**config.mk**
```make
export PLATFORM = sky130hd
export DESIGN_NAME = rsm_reset_source
export DESIGN_NICKNAME = d
export VERILOG_FILES = /design/src/logic/rsm_reset_source.v
export VERILOG_INCLUDE_DIRS = /design/src /design/src/logic
export SDC_FILE = /design/constraint.sdc
export NUM_CORES = 1
export LEC_CHECK = 0
export ABC_AREA = 1
export BUFFER_PORTS_ARGS = -buffer_cell sky130_fd_sc_hd__buf_2
export CORE_MARGIN = 2
export CORE_UTILIZATION = 45
export CTS_CLUSTER_SIZE = 14
export DETAILED_ROUTE_END_ITERATION = 6
export PLACE_DENSITY_LB_ADDON = 0.08
export SLEW_MARGIN = 40
export SYNTH_ARGS = -nofsm -noshare
export SYNTH_HDL_FRONTEND = slang
export SYNTH_SLANG_ARGS = --single-unit
```
**constraint.sdc**
```tcl
create_clock -name clk -period 4.2 [get_ports clk]
set_input_delay 0.21 -clock clk [delete_from_list [all_inputs] [get_ports clk]]
set_output_delay 0.21 -clock clk [all_outputs]
set_load 0.05 [all_outputs]
```
**src/logic/rsm_regs.vh**
```
`ifndef RSM_REGS_VH
`define RSM_REGS_VH

// ==========================================================
// Register addresses on the special-function-register bus.
`define RSM_ADDR_SUPPLY_CTRL 8'hFF
`define RSM_ADDR_CAUSE 8'hEF
`define RSM_ADDR_WDT_CTRL 8'hD9

// ==========================================================
// Supply monitor control register fields.
`define RSM_SMC_DIG_EN 7
`define RSM_SMC_DIG_RST 6
`define RSM_SMC_DIG_WARN 5
`define RSM_SMC_DIG_IE 4
`define RSM_SMC_BAT_EN 3
`define RSM_SMC_BAT_RST 2
`define RSM_SMC_BAT_WARN 1
`define RSM_SMC_BAT_IE 0
`define RSM_SMC_DIG_EN_RST 1'b1
`define RSM_SMC_BAT_EN_RST 1'b0
`define RSM_SMC_IE_RST 1'b0

// ==========================================================
// Reset cause register fields.
`define RSM_RC_FERR 6
`define RSM_RC_COMP 5
`define RSM_RC_WDT 3
`define RSM_RC_MCD 2
`define RSM_RC_PIN 0

// ==========================================================
// Watchdog control register fields.
`define RSM_WDC_EN 0
`define RSM_WDC_KICK 1

// ==========================================================
// Timing.
`define RSM_CLK_KHZ 25000
`define RSM_MCD_TIME_US 100
`define RSM_MCD_CYCLES ((`RSM_MCD_TIME_US * `RSM_CLK_KHZ) / 1000)
`define RSM_WDT_DIV 12
`define RSM_RST_HOLD 4

`endif

```
**src/logic/rsm_reset_source.v**
```verilog
// Behaviour
// - Bit 7 enables digital supply monitor, resets 1.
// - Bit 6 shows digital supply above reset.
// - Bit 5 shows digital supply above warning.
// - Bit 4 gates digital warning interrupt.
// - Bit 3 enables battery monitor, resets 0.
// - Bit 2 shows battery above reset, reads 0 while bit 3 clear.
// - Bit 1 shows battery above warning, reads 0 while bit 3 clear.
// - Bit 0 gates battery warning interrupt.
// - Low reset pin holds device in reset.
// - Pin reset works asleep, sets pin flag.
// - Stalled system clock over 100 us resets.
// - Detector bit writes enable, reads cause flag.
// - Detector suppressed in low power, then restored.
// - Internal causes never touch the reset pin.
// - Enabled comparator resets when positive below negative.
// - Comparator flag; asleep only with wake enable.
// - Any reset enables watchdog, clock divided 12.
// - Unserviced watchdog resets and sets its flag.
// - Watchdog suppressed in low power, then restored.
// - Illegal flash accesses cause a system reset.
// - Flash error sets read-only flash flag.
// - Watchdog flag is read-only cause bit 3.
`include "rsm_regs.vh"
`default_nettype none

// ==========================================================
// Input synchroniser: three stages, change accepted on agreement.
module rsm_sync #(
   parameter W = 1,
   parameter [W-1:0] INIT = {W{1'b0}}
) (
   input wire clk,
   input wire nrst,
   input wire ce,
   input wire [W-1:0] d,
   output reg [W-1:0] q
);
   reg [W-1:0] s1;
   reg [W-1:0] s2;
   reg [W-1:0] s3;
   integer i;

   always @(posedge clk) begin
      if (!nrst) begin
         s1 <= INIT;
         s2 <= INIT;
         s3 <= INIT;
         q <= INIT;
      end else if (ce) begin
         s1 <= d;
         s2 <= s1;
         s3 <= s2;
         for (i = 0; i < W; i = i + 1) begin
            if (s2[i] == s3[i]) begin
               q[i] <= s3[i];
            end
         end
      end
   end
endmodule

// ==========================================================
// Reset source and supply monitor block.
module rsm_reset_source #(
   parameter AW = 17,
   parameter WDT_W = 16,
   parameter [WDT_W-1:0] WDT_LIMIT = 16'hFFFF,
   parameter MCD_W = 12
) (
   input wire clk,
   input wire nrst,
   input wire ce,
   input wire [7:0] sfr_addr,
   input wire [7:0] sfr_wdata,
   input wire sfr_wr,
   input wire sfr_rd,
   output reg [7:0] sfr_rdata,
   input wire rst_pin_n,
   input wire mon_clk,
   input wire digital_supply_above_reset,
   input wire digital_supply_above_warning,
   input wire battery_supply_above_reset,
   input wire battery_supply_above_warning,
   input wire comp_pos_below_neg,
   input wire comp_wake_enable,
   input wire low_power,
   input wire flash_write,
   input wire flash_erase,
   input wire flash_data_read,
   input wire flash_prog_read,
   input wire [AW-1:0] flash_addr,
   input wire [AW-1:0] lock_byte_addr,
   input wire flash_secure_block,
   input wire flash_write_enable,
   output reg sys_rst_n,
   output reg digital_monitor_enable,
   output reg battery_monitor_enable,
   output reg digital_warning_irq,
   output reg battery_warning_irq
);
   localparam ST_RUN = 1'b0;
   localparam ST_HOLD = 1'b1;
   localparam integer MCD_CYCLES = `RSM_MCD_CYCLES;
   localparam integer WDT_DIV_M1 = `RSM_WDT_DIV - 1;
   localparam integer HOLD_M1 = `RSM_RST_HOLD - 1;
   localparam [MCD_W-1:0] MCD_LIMIT = MCD_CYCLES[MCD_W-1:0];
   localparam [3:0] WDT_DIV_LAST = WDT_DIV_M1[3:0];
   localparam [2:0] HOLD_LAST = HOLD_M1[2:0];

   // =======================================================
   // Synchronised pin-side levels.
   wire [6:0] sync_q;
   wire pin_low = ~sync_q[0];
   wire mon_lvl = sync_q[1];
   wire dig_rst_ok = sync_q[2];
   wire dig_warn_ok = sync_q[3];
   wire bat_rst_ok = sync_q[4];
   wire bat_warn_ok = sync_q[5];
   wire comp_low = sync_q[6];

   rsm_sync #(.W(7), .INIT(7'h01)) u_sync (
      .clk(clk),
      .nrst(nrst),
      .ce(ce),
      .d({comp_pos_below_neg, battery_supply_above_warning, battery_supply_above_reset,
         digital_supply_above_warning, digital_supply_above_reset, mon_clk, rst_pin_n}),
      .q(sync_q)
   );

   // =======================================================
   // State.
   reg state;
   reg [2:0] hold_cnt;
   reg dig_ie;
   reg bat_ie;
   reg mcd_en;
   reg comp_en;
   reg wdt_en;
   reg [4:0] cause;
   reg mon_prev;
   reg [MCD_W-1:0] mcd_cnt;
   reg [3:0] wdt_pre;
   reg [WDT_W-1:0] wdt_cnt;

   wire wr_smc = sfr_wr && (sfr_addr == `RSM_ADDR_SUPPLY_CTRL);
   wire wr_cause = sfr_wr && (sfr_addr == `RSM_ADDR_CAUSE);
   wire wr_wdc = sfr_wr && (sfr_addr == `RSM_ADDR_WDT_CTRL);

   // =======================================================
   // Reset sources.
   // detector off in low power
   wire mcd_active = mcd_en && !low_power;
   wire mcd_fire = mcd_active && (mcd_cnt == MCD_LIMIT);
   wire comp_fire = comp_en && comp_low && (!low_power || comp_wake_enable);
   wire wdt_active = wdt_en && !low_power;
   wire wdt_tick = (wdt_pre == WDT_DIV_LAST);
   wire wdt_fire = wdt_active && wdt_tick && (wdt_cnt == WDT_LIMIT);
   wire above_lock = flash_addr > lock_byte_addr;
   wire fl_wr = flash_write || flash_erase;
   wire fl_any = fl_wr || flash_data_read || flash_prog_read;
   wire ferr_fire = (fl_wr && flash_write_enable && above_lock)
      || ((flash_data_read || flash_prog_read) && above_lock)
      || (fl_any && flash_secure_block)
      || (fl_wr && !digital_monitor_enable);
   wire any_src = pin_low || mcd_fire || comp_fire || wdt_fire || ferr_fire;

   reg [4:0] next_cause;
   always @* begin
      next_cause = 5'h00;
      if (pin_low) begin
         next_cause = 5'h01;
      end else if (mcd_fire) begin
         next_cause = 5'h02;
      end else if (comp_fire) begin
         next_cause = 5'h04;
      end else if (wdt_fire) begin
         next_cause = 5'h08;
      end else if (ferr_fire) begin
         next_cause = 5'h10;
      end
   end

   // =======================================================
   // Reset sequencer and control bits.
   always @(posedge clk) begin
      if (!nrst) begin
         state <= ST_RUN;
         hold_cnt <= 3'h0;
         sys_rst_n <= 1'b0;
         cause <= 5'h00;
         digital_monitor_enable <= `RSM_SMC_DIG_EN_RST;
         battery_monitor_enable <= `RSM_SMC_BAT_EN_RST;
         dig_ie <= `RSM_SMC_IE_RST;
         bat_ie <= `RSM_SMC_IE_RST;
         mcd_en <= 1'b0;
         comp_en <= 1'b0;
         wdt_en <= 1'b1;
      end else if (ce) begin
         case (state)
            ST_RUN: begin
               sys_rst_n <= 1'b1;
               // no pin drive from internal causes
               if (any_src) begin
                  state <= ST_HOLD;
                  sys_rst_n <= 1'b0;
                  hold_cnt <= 3'h0;
                  cause <= next_cause;
               end else begin
                  if (wr_smc) begin
                     digital_monitor_enable <= sfr_wdata[`RSM_SMC_DIG_EN];
                     dig_ie <= sfr_wdata[`RSM_SMC_DIG_IE];
                     battery_monitor_enable <= sfr_wdata[`RSM_SMC_BAT_EN];
                     bat_ie <= sfr_wdata[`RSM_SMC_BAT_IE];
                  end
                  if (wr_cause) begin
                     mcd_en <= sfr_wdata[`RSM_RC_MCD];
                     comp_en <= sfr_wdata[`RSM_RC_COMP];
                  end
                  if (wr_wdc) begin
                     wdt_en <= sfr_wdata[`RSM_WDC_EN];
                  end
               end
            end
            ST_HOLD: begin
               sys_rst_n <= 1'b0;
               dig_ie <= `RSM_SMC_IE_RST;
               bat_ie <= `RSM_SMC_IE_RST;
               mcd_en <= 1'b0;
               comp_en <= 1'b0;
               wdt_en <= 1'b1;
               if (pin_low) begin
                  hold_cnt <= 3'h0;
               end else if (hold_cnt == HOLD_LAST) begin
                  state <= ST_RUN;
                  sys_rst_n <= 1'b1;
               end else begin
                  hold_cnt <= hold_cnt + 3'h1;
               end
            end
            default: begin
               state <= ST_RUN;
            end
         endcase
      end
   end

   // =======================================================
   // Missing clock detector and watchdog counters.
   always @(posedge clk) begin
      if (!nrst) begin
         mon_prev <= 1'b0;
         mcd_cnt <= {MCD_W{1'b0}};
         wdt_pre <= 4'h0;
         wdt_cnt <= {WDT_W{1'b0}};
      end else if (ce) begin
         mon_prev <= mon_lvl;
         // count cycles without a level change
         if (!mcd_active || (mon_lvl != mon_prev) || state == ST_HOLD) begin
            mcd_cnt <= {MCD_W{1'b0}};
         end else if (mcd_cnt != MCD_LIMIT) begin
            mcd_cnt <= mcd_cnt + {{(MCD_W-1){1'b0}}, 1'b1};
         end
         if (state == ST_HOLD || wdt_tick) begin
            wdt_pre <= 4'h0;
         end else begin
            wdt_pre <= wdt_pre + 4'h1;
         end
         if (state == ST_HOLD || (wr_wdc && sfr_wdata[`RSM_WDC_KICK])) begin
            wdt_cnt <= {WDT_W{1'b0}};
         end else if (wdt_active && wdt_tick && wdt_cnt != WDT_LIMIT) begin
            wdt_cnt <= wdt_cnt + {{(WDT_W-1){1'b0}}, 1'b1};
         end
      end
   end

   // =======================================================
   // Read data and warning interrupt requests.
   // battery status masked
   wire bat_rst_vis = battery_monitor_enable && bat_rst_ok;
   wire bat_warn_vis = battery_monitor_enable && bat_warn_ok;

   always @(posedge clk) begin
      if (!nrst) begin
         sfr_rdata <= 8'h00;
         digital_warning_irq <= 1'b0;
         battery_warning_irq <= 1'b0;
      end else if (ce) begin
         digital_warning_irq <= dig_ie && digital_monitor_enable && !dig_warn_ok;
         battery_warning_irq <= bat_ie && battery_monitor_enable && !bat_warn_ok;
         sfr_rdata <= 8'h00;
         if (sfr_rd) begin
            case (sfr_addr)
               `RSM_ADDR_SUPPLY_CTRL: begin
                  sfr_rdata <= {digital_monitor_enable, dig_rst_ok, dig_warn_ok, dig_ie,
                     battery_monitor_enable, bat_rst_vis, bat_warn_vis, bat_ie};
               end
               `RSM_ADDR_CAUSE: begin
                  sfr_rdata <= {1'b0, cause[4], cause[2], 1'b0, cause[3], cause[1], 1'b0,
                     cause[0]};
               end
               `RSM_ADDR_WDT_CTRL: begin
                  sfr_rdata <= {7'h00, wdt_en};
               end
               default: begin
                  sfr_rdata <= 8'h00;
               end
            endcase
         end
      end
   end
endmodule

`default_nettype wire
```
==> impl_metrics.csv, run 1 <==
group,metric,value,unit
outcome,status,"complete, no violations",
detailed_routing,wl_per_cell,12.6,um
yosys,syn_inst,680,
worst_setup_path,path_cells,"inv_1, ha_1, and3_1, nand3_1, nand2_1, nor2_2, nand4_2, nand2_2, nand2_1, o21ai_1, nor2_1",
cts,cts_tree,"done",
yosys,synth_edf_count,0,
yosys,synth-seq-cells,88,
sta,worst_slack,2.22,ns
floorplanning,core-area,10200,um^2
worst_setup_path,critPathBufInv,1,
global_routing,antenna_found_initial,0,
cts,clockBufferDepth,2,
yosys,ys_async_sr_fraction,0,
power,p_per_area,310,nW/um^2
worst_setup_path,required,4.43,ns
detailed_routing,first_iter_violations,231,
sta,post-route-min-period,1.98,ns
floorplanning,fp.dieW,106,um
worst_setup_path,critical-path-top-delay-family,"simple AND/OR/NAND/NOR gates",
sta,rsz0062_at_grt,"false",
floorplanning,core.rowCount,37,
worst_setup_path,critPathMaxFanout,7,
sta,fin_worst_skew,0.0128,ns
cts,clk_latency,0.36,ns
placed_design,io_buffers,81,
sta,fin_crit_sh,0.471,
sta,setup_viol,0,
detailed_routing,ant_nets,0,
layout,fin_nets,847,
sta,relSlewSlack,0.534,
detailed_routing,drt-vias-per-instance,5.15,
layout,final_area,5410,um^2
worst_setup_path,cp_slowest_cell,"dfxtp_1",
yosys,synth_area_per_cell,6.94,um^2
placed_design,dpl-instance-area,5210,um^2
cts,cts_buffers,9,
worst_setup_path,critical_path.most_common_cell,"nand2_1",
yosys,synth_area_leaders,"dfxtp_1 (37%), nand2_1 (12%), nor2_1 (7.7%)",
layout,n_antenna_cell,0,
global_routing,grt_pass1_vias,4376,
yosys,synth_common_cells,"nand2_1 (146), nor2_1 (97), dfxtp_1 (88), inv_1 (75), a21oi_1 (57)",
sta,hold_violations,0,
worst_setup_path,critical_path.max_stage_delay,0.37,ns
job,drv_cap,0,
layout,final_layout_size_suffix_gt1_frac,0.169,
layout,area_delta_synth_final,14.7,%
worst_setup_path,start_kind,"flip-flop",
floorplanning,io_pins,83,
cts,cts_root_buffer,"clkbuf_8",
global_routing,grt_remaining_overflow,0,
placed_design,hpwl,8260,um
sta,max_freq,0.505,GHz
placed_design,place.gp.congestion,0.833,
global_routing,grt_first_pass_wirelength,19400,um
cts,hold_buffers,0,
floorplanning,die_h,106,um
power,p_leak,0.00237,uW
worst_setup_path,end_kind,"flip-flop",
detailed_routing,drc_errors,0,
cts,h-tree-depth,3,
yosys,ys.flop_type,"dfxtp_1",
yosys,yosysWarnings,0,
yosys,synth_top_area_cell,"dfxtp_1",
yosys,synth_top_area_frac,0.373,
global_routing,gr-usage-all-layers,0.209,
global_routing,grt_max_degree,44,
detailed_routing,vias,4610,
worst_setup_path,r2r_slack,2.22,ns
global_routing,grtUsageMet2,0.357,
yosys,ys_types,46,
cts,cts_resized,0,
power,ir_drop,0.161,mV
detailed_routing,finalWirelength,11300,um
cts,clk_pin_slew_worst_paths,0.09,ns
sta,worst_pin_slew,0.698,ns
global_routing,grt_use_met3,0.0343,
cts,cts_sinks,88,
worst_setup_path,cp.arrival,2.21,ns
floorplanning,dieArea,11300,um^2
worst_setup_path,crit_type,"reg -> reg",
yosys,ys_seq_area_frac,0.373,
placed_design,pre_cts_ws,2.18,ns
yosys,yosysMostFrequentCell,"nand2_1",
sta,setup_tns,0,ns
yosys,syn_area,4720,um^2
worst_hold_path,min_path_type,"in -> reg",
global_routing,grt-busiest-layer,"met2",
sta,slew_viol_final,0,
yosys,synth_fp_nets,773,
global_routing,grtUsageMet1,0.265,
floorplanning,start_util,0.461,
detailed_routing,dr.pass1.iters,5,
cts,cts_setup_buffers,0,
state kept, by name, indices dropped and copies added, names as in the netlist, 5 cells and up:
register / flops
wdt_cnt: 16
mcd_cnt: 12
sfr_rdata: 8
u_sync.q: 7
u_sync.s1: 7
u_sync.s2: 7
u_sync.s3: 7
cause: 5
through the flow:
stage                     cells  utilization  power, uW  hold slack [ns]
final                       895        0.529       1680           0.0495
after global routing        895        0.529       1760           0.0504
after CTS                   895        0.529       1690           0.0359
after detailed placement    879        0.510       1100            0.419
after global placement      879        0.510       1090            0.415
after floorplan             680            -       1030            0.323
final timing paths:
| check | startpoint | to | cells past startpoint |
|---|---|---|---|
| max reg2reg | mcd_cnt[1] | hold_cnt[2] | 11 |
| min reg2reg | digital_warning_irq | digital_warning_irq | 2 |
| max | mcd_cnt[1] | hold_cnt[2] | 11 |
| min | sfr_wdata[7] | digital_monitor_enable | 3 |
power by group:
group          internal [uW]  total (uW)  switching, uW  leakage [uW]
clock                    279         597            318     0.0000933
combinational           75.9         206            130       0.00156
sequential               858         874           16.0      0.000716
total                   1210        1680            464       0.00237
area by class of cell:
| class | instances | area [um^2] |
|---|---|---|
| fill | 1051 | 4820 |
| multi-input combinational | 494 | 2570 |
| sequential | 88 | 1760 |
| timing repair buffer | 82 | 415 |
| inverter | 79 | 300 |
| tap | 136 | 170 |
| clock buffer | 10 | 128 |
| clock inverter | 6 | 67.6 |
cells by family after synthesis:
family | count (synthesis) | share of synthesized area
xor gates and xnor gates | 11 | 0.0204
DFF | 88 | 0.373
adders and majority gates | 23 | 0.0610
AOI/OAI and AO/OA | 120 | 0.136
and+or+nand+nor | 340 | 0.327
buffers and inverters | 98 | 0.0824
cells in the final DEF (no fill, tap or decap), types with 2 or more instances in the layout:
| cell | count |
|---|---|
| nor3_2 | 4 |
| nor3_1 | 9 |
| nor4_1 | 4 |
| clkinvlp_4 | 2 |
| o21ai_0 | 47 |
| o21ai_1 | 4 |
| clkbuf_8 | 9 |
| buf_2 | 80 |
| nor2_1 | 97 |
| nand4_1 | 16 |
| o211ai_1 | 2 |
| inv_2 | 3 |
| xor2_1 | 9 |
| or2_2 | 2 |
| inv_6 | 2 |
| clkinv_2 | 2 |
| nand2_2 | 7 |
| nand2_1 | 146 |
| buf_4 | 2 |
| a21oi_1 | 57 |
| xnor2_1 | 2 |
| inv_1 | 74 |
| nand3_1 | 42 |
| dfxtp_1 | 88 |
| a31oi_1 | 2 |
| ha_1 | 23 |
| nand3_2 | 2 |
tightest hold or removal path, delay by kind of cell:
| kind | cells | cell delay (ns) |
|---|---|---|
| buf+inv | 1 | 0.08 |
| simple gates | 2 | 0.09 |
layer usage:
| metal | part of all wire | wire (um) | vias up |
|---|---|---|---|
| li1 | - | - | 2373 |
| met4 | 0.021 | 235 | 0 |
| met1 | 0.46 | 5250 | 2102 |
| met5 | 0 | 0 | - |
| met2 | 0.46 | 5250 | 114 |
| met3 | 0.051 | 574 | 21 |
(Power assumes the default switching activity.)
==> run 2, diff against run 1 <==
clock period = 1.9 ns   (was 4.2 ns; I/O delays follow)
==> impl_metrics.csv, run 2 (synthesis results as in run 1) <==
group,metric,value,unit
job,drv_cap,0,
sta,fin_crit_sh,1.00,
detailed_routing,wl_per_cell,13.2,um
placed_design,io_buffers,81,
detailed_routing,dr.max_layer_used,"met4",
sta,worst_slack,-0.00113,ns
sta,setup_tns,-0.00113,ns
sta,rsz0062_at_grt,"true",
placed_design,pre_cts_ws,0.0258,ns
power,p_leak,0.00264,uW
floorplanning,start_util,0.461,
cts,cts_buffers,9,
global_routing,gr-usage-all-layers,0.215,
sta,setup_viol,1,
worst_setup_path,cp.arrival,2.20,ns
worst_hold_path,worstHoldStart,"sfr_rd",
worst_hold_path,min_path_type,"in -> reg",
cts,clk_latency,0.37,ns
cts,clk_pin_slew_worst_paths,0.09,ns
worst_hold_path,hold_end,"sfr_rdata[7]",
worst_setup_path,r2r_start,"wdt_cnt[1]",
detailed_routing,vias,4735,
sta,hold_violations,0,
worst_setup_path,end_kind,"flip-flop",
sta,post-route-min-period,1.90,ns
layout,regMostFlops,"wdt_cnt",
layout,fillers,995,
cts,cts_root_buffer,"clkbuf_8",
layout,final_area,5920,um^2
layout,fin_nets,882,
cts,clockBufferDepth,2,
layout,top_regs,"wdt_cnt (16), mcd_cnt (12), sfr_rdata (8)",
global_routing,antenna_found_initial,0,
layout,area_delta_synth_final,25.5,%
sta,max_freq,0.526,GHz
detailed_routing,dr.pass1.iters,5,
worst_setup_path,required,2.20,ns
worst_setup_path,critical_path.most_common_cell,"nand2_4",
layout,largest_reg_flops,16,
power,ir_drop,0.408,mV
placed_design,place.gp.congestion,0.905,
detailed_routing,drc_errors,0,
global_routing,grt_max_degree,35,
cts,cts_sinks,88,
worst_setup_path,critPathMaxFanout,6,
global_routing,grt_pass1_vias,4315,
sta,slew_viol_final,0,
outcome,violations,"setup timing",
detailed_routing,wl_met2,5970,um
placed_design,dpl-instance-area,5310,um^2
placed_design,hpwl,8510,um
worst_setup_path,path_cells,"ha_4, nand2_4, nor2_4, nand2_4, nor4_4, nand2_2, nand3_4, buf_6, nand3_1, a21oi_1",
cts,h-tree-depth,3,
sta,relSlewSlack,0.624,
worst_setup_path,rr_worst_depth,10,
floorplanning,core.rowCount,37,
global_routing,grt_remaining_overflow,0,
power,p_per_area,628,nW/um^2
detailed_routing,drt-met1-wl,5590,um
floorplanning,dieArea,11300,um^2
detailed_routing,ant_nets,0,
outcome,status,"finished with violations",
layout,final_layout_size_suffix_gt1_frac,0.238,
global_routing,grt_first_pass_wirelength,19600,um
floorplanning,fp.dieW,106,um
detailed_routing,first_iter_violations,266,
layout,final_util,0.579,
detailed_routing,wl_met3,584,um
worst_setup_path,r2r_end,"wdt_cnt[13]",
worst_hold_path,hold_depth,3,
worst_setup_path,cp_slowest_cell,"dfxtp_2",
sta,fin_worst_skew,0.00985,ns
cts,cts_tree,"done",
layout,layout_commonest_cell,"nand2_1",
layout,final_cell_mix,"nand2_1 (141), nor2_1 (93), dfxtp_1 (84)",
floorplanning,core-area,10200,um^2
worst_setup_path,start_kind,"flip-flop",
detailed_routing,drt-vias-per-instance,5.09,
sta,hold-worst-slack,0.0531,ns
worst_setup_path,critical_path.max_stage_delay,0.37,ns
detailed_routing,finalWirelength,12300,um
sta,worst_pin_slew,0.560,ns
layout,n_antenna_cell,0,
floorplanning,io_pins,83,
worst_setup_path,r2r_slack,-0.001,ns
floorplanning,die_h,106,um
worst_setup_path,crit_type,"reg -> reg",
[run 2: cell count changes in the layout (fill, tap and decap cells not counted), moves of 5 or more]
cell | before | now
dlygate4sd3_1 | 0 | 9
nand2_1 | 146 | 141
nand3_1 | 42 | 33
nand3_2 | 2 | 10
a21oi_2 | 1 | 9
nand2_4 | 1 | 8
a21oi_1 | 57 | 49
buf_4 | 2 | 21
[run 2: how the worst max path moves through the flow]
stage	startpoint	end	slack [ns]
final	wdt_cnt[1]	wdt_cnt[13]	-0.001
after global routing	wdt_cnt[0]	wdt_cnt[13]	-0.11
after CTS	mcd_cnt[0]	hold_cnt[2]	0.02
after detailed placement	lock_byte_addr[16]	cause[2]	0.03
after global placement	wdt_cnt[0]	wdt_cnt[15]	0.07
after floorplan	wdt_cnt[0]	wdt_cnt[4]	0.22
[run 2: per-stage QoR]
stage	total power [uW]	std cells
2_1_floorplan	2270	680
3_3_place_gp	2430	892
3_5_place_dp	2440	892
4_1_cts	3720	917
5_1_grt	3920	930
6_report	3720	930
[run 2: where the power goes]
group / internal, uW / leakage, uW / switching, uW
sequential: 1900 / 0.000718 / 33.5
clock: 502 / 0.0000863 / 760
combinational: 205 / 0.00183 / 324
[run 2: routing by layer]
metal  global-route usage  vias to the layer above
li1                     -                     2449
met1                0.275                     2151
met3               0.0294                       14
met5                    0                        -
met4               0.0807                        0
met2                0.367                      121
[run 2: worst max-delay path, delay by kind of cell, from the launching register on]
| kind | cells | cell delay [ns] |
|---|---|---|
| buffers and inverters | 1 | 0.16 |
| and+or+nand+nor | 7 | 1.01 |
| AOI/OAI and AO/OA | 1 | 0.14 |
| DFF | 1 | 0.37 |
| adders and majority gates | 1 | 0.15 |
[run 2: repair_timing]
item                                    CTS  global route
gates resized for setup                   0            55
buffers inserted                          0             9
hold endpoints to repair                  9             0
hold buffers                              9             0
endpoints found under the setup margin    0            37
[run 2: layout make-up]
cell class | count | area (um^2) | share of cell area
clock buffers | 9 | 124 | 0.0209
clock inverters | 7 | 62.6 | 0.0106
inverters | 79 | 303 | 0.0511
multi-input cells | 498 | 2820 | 0.476
flip-flops and latches | 88 | 1770 | 0.299
well taps | 136 | 170 | 0.0287
repair buffers | 113 | 676 | 0.114
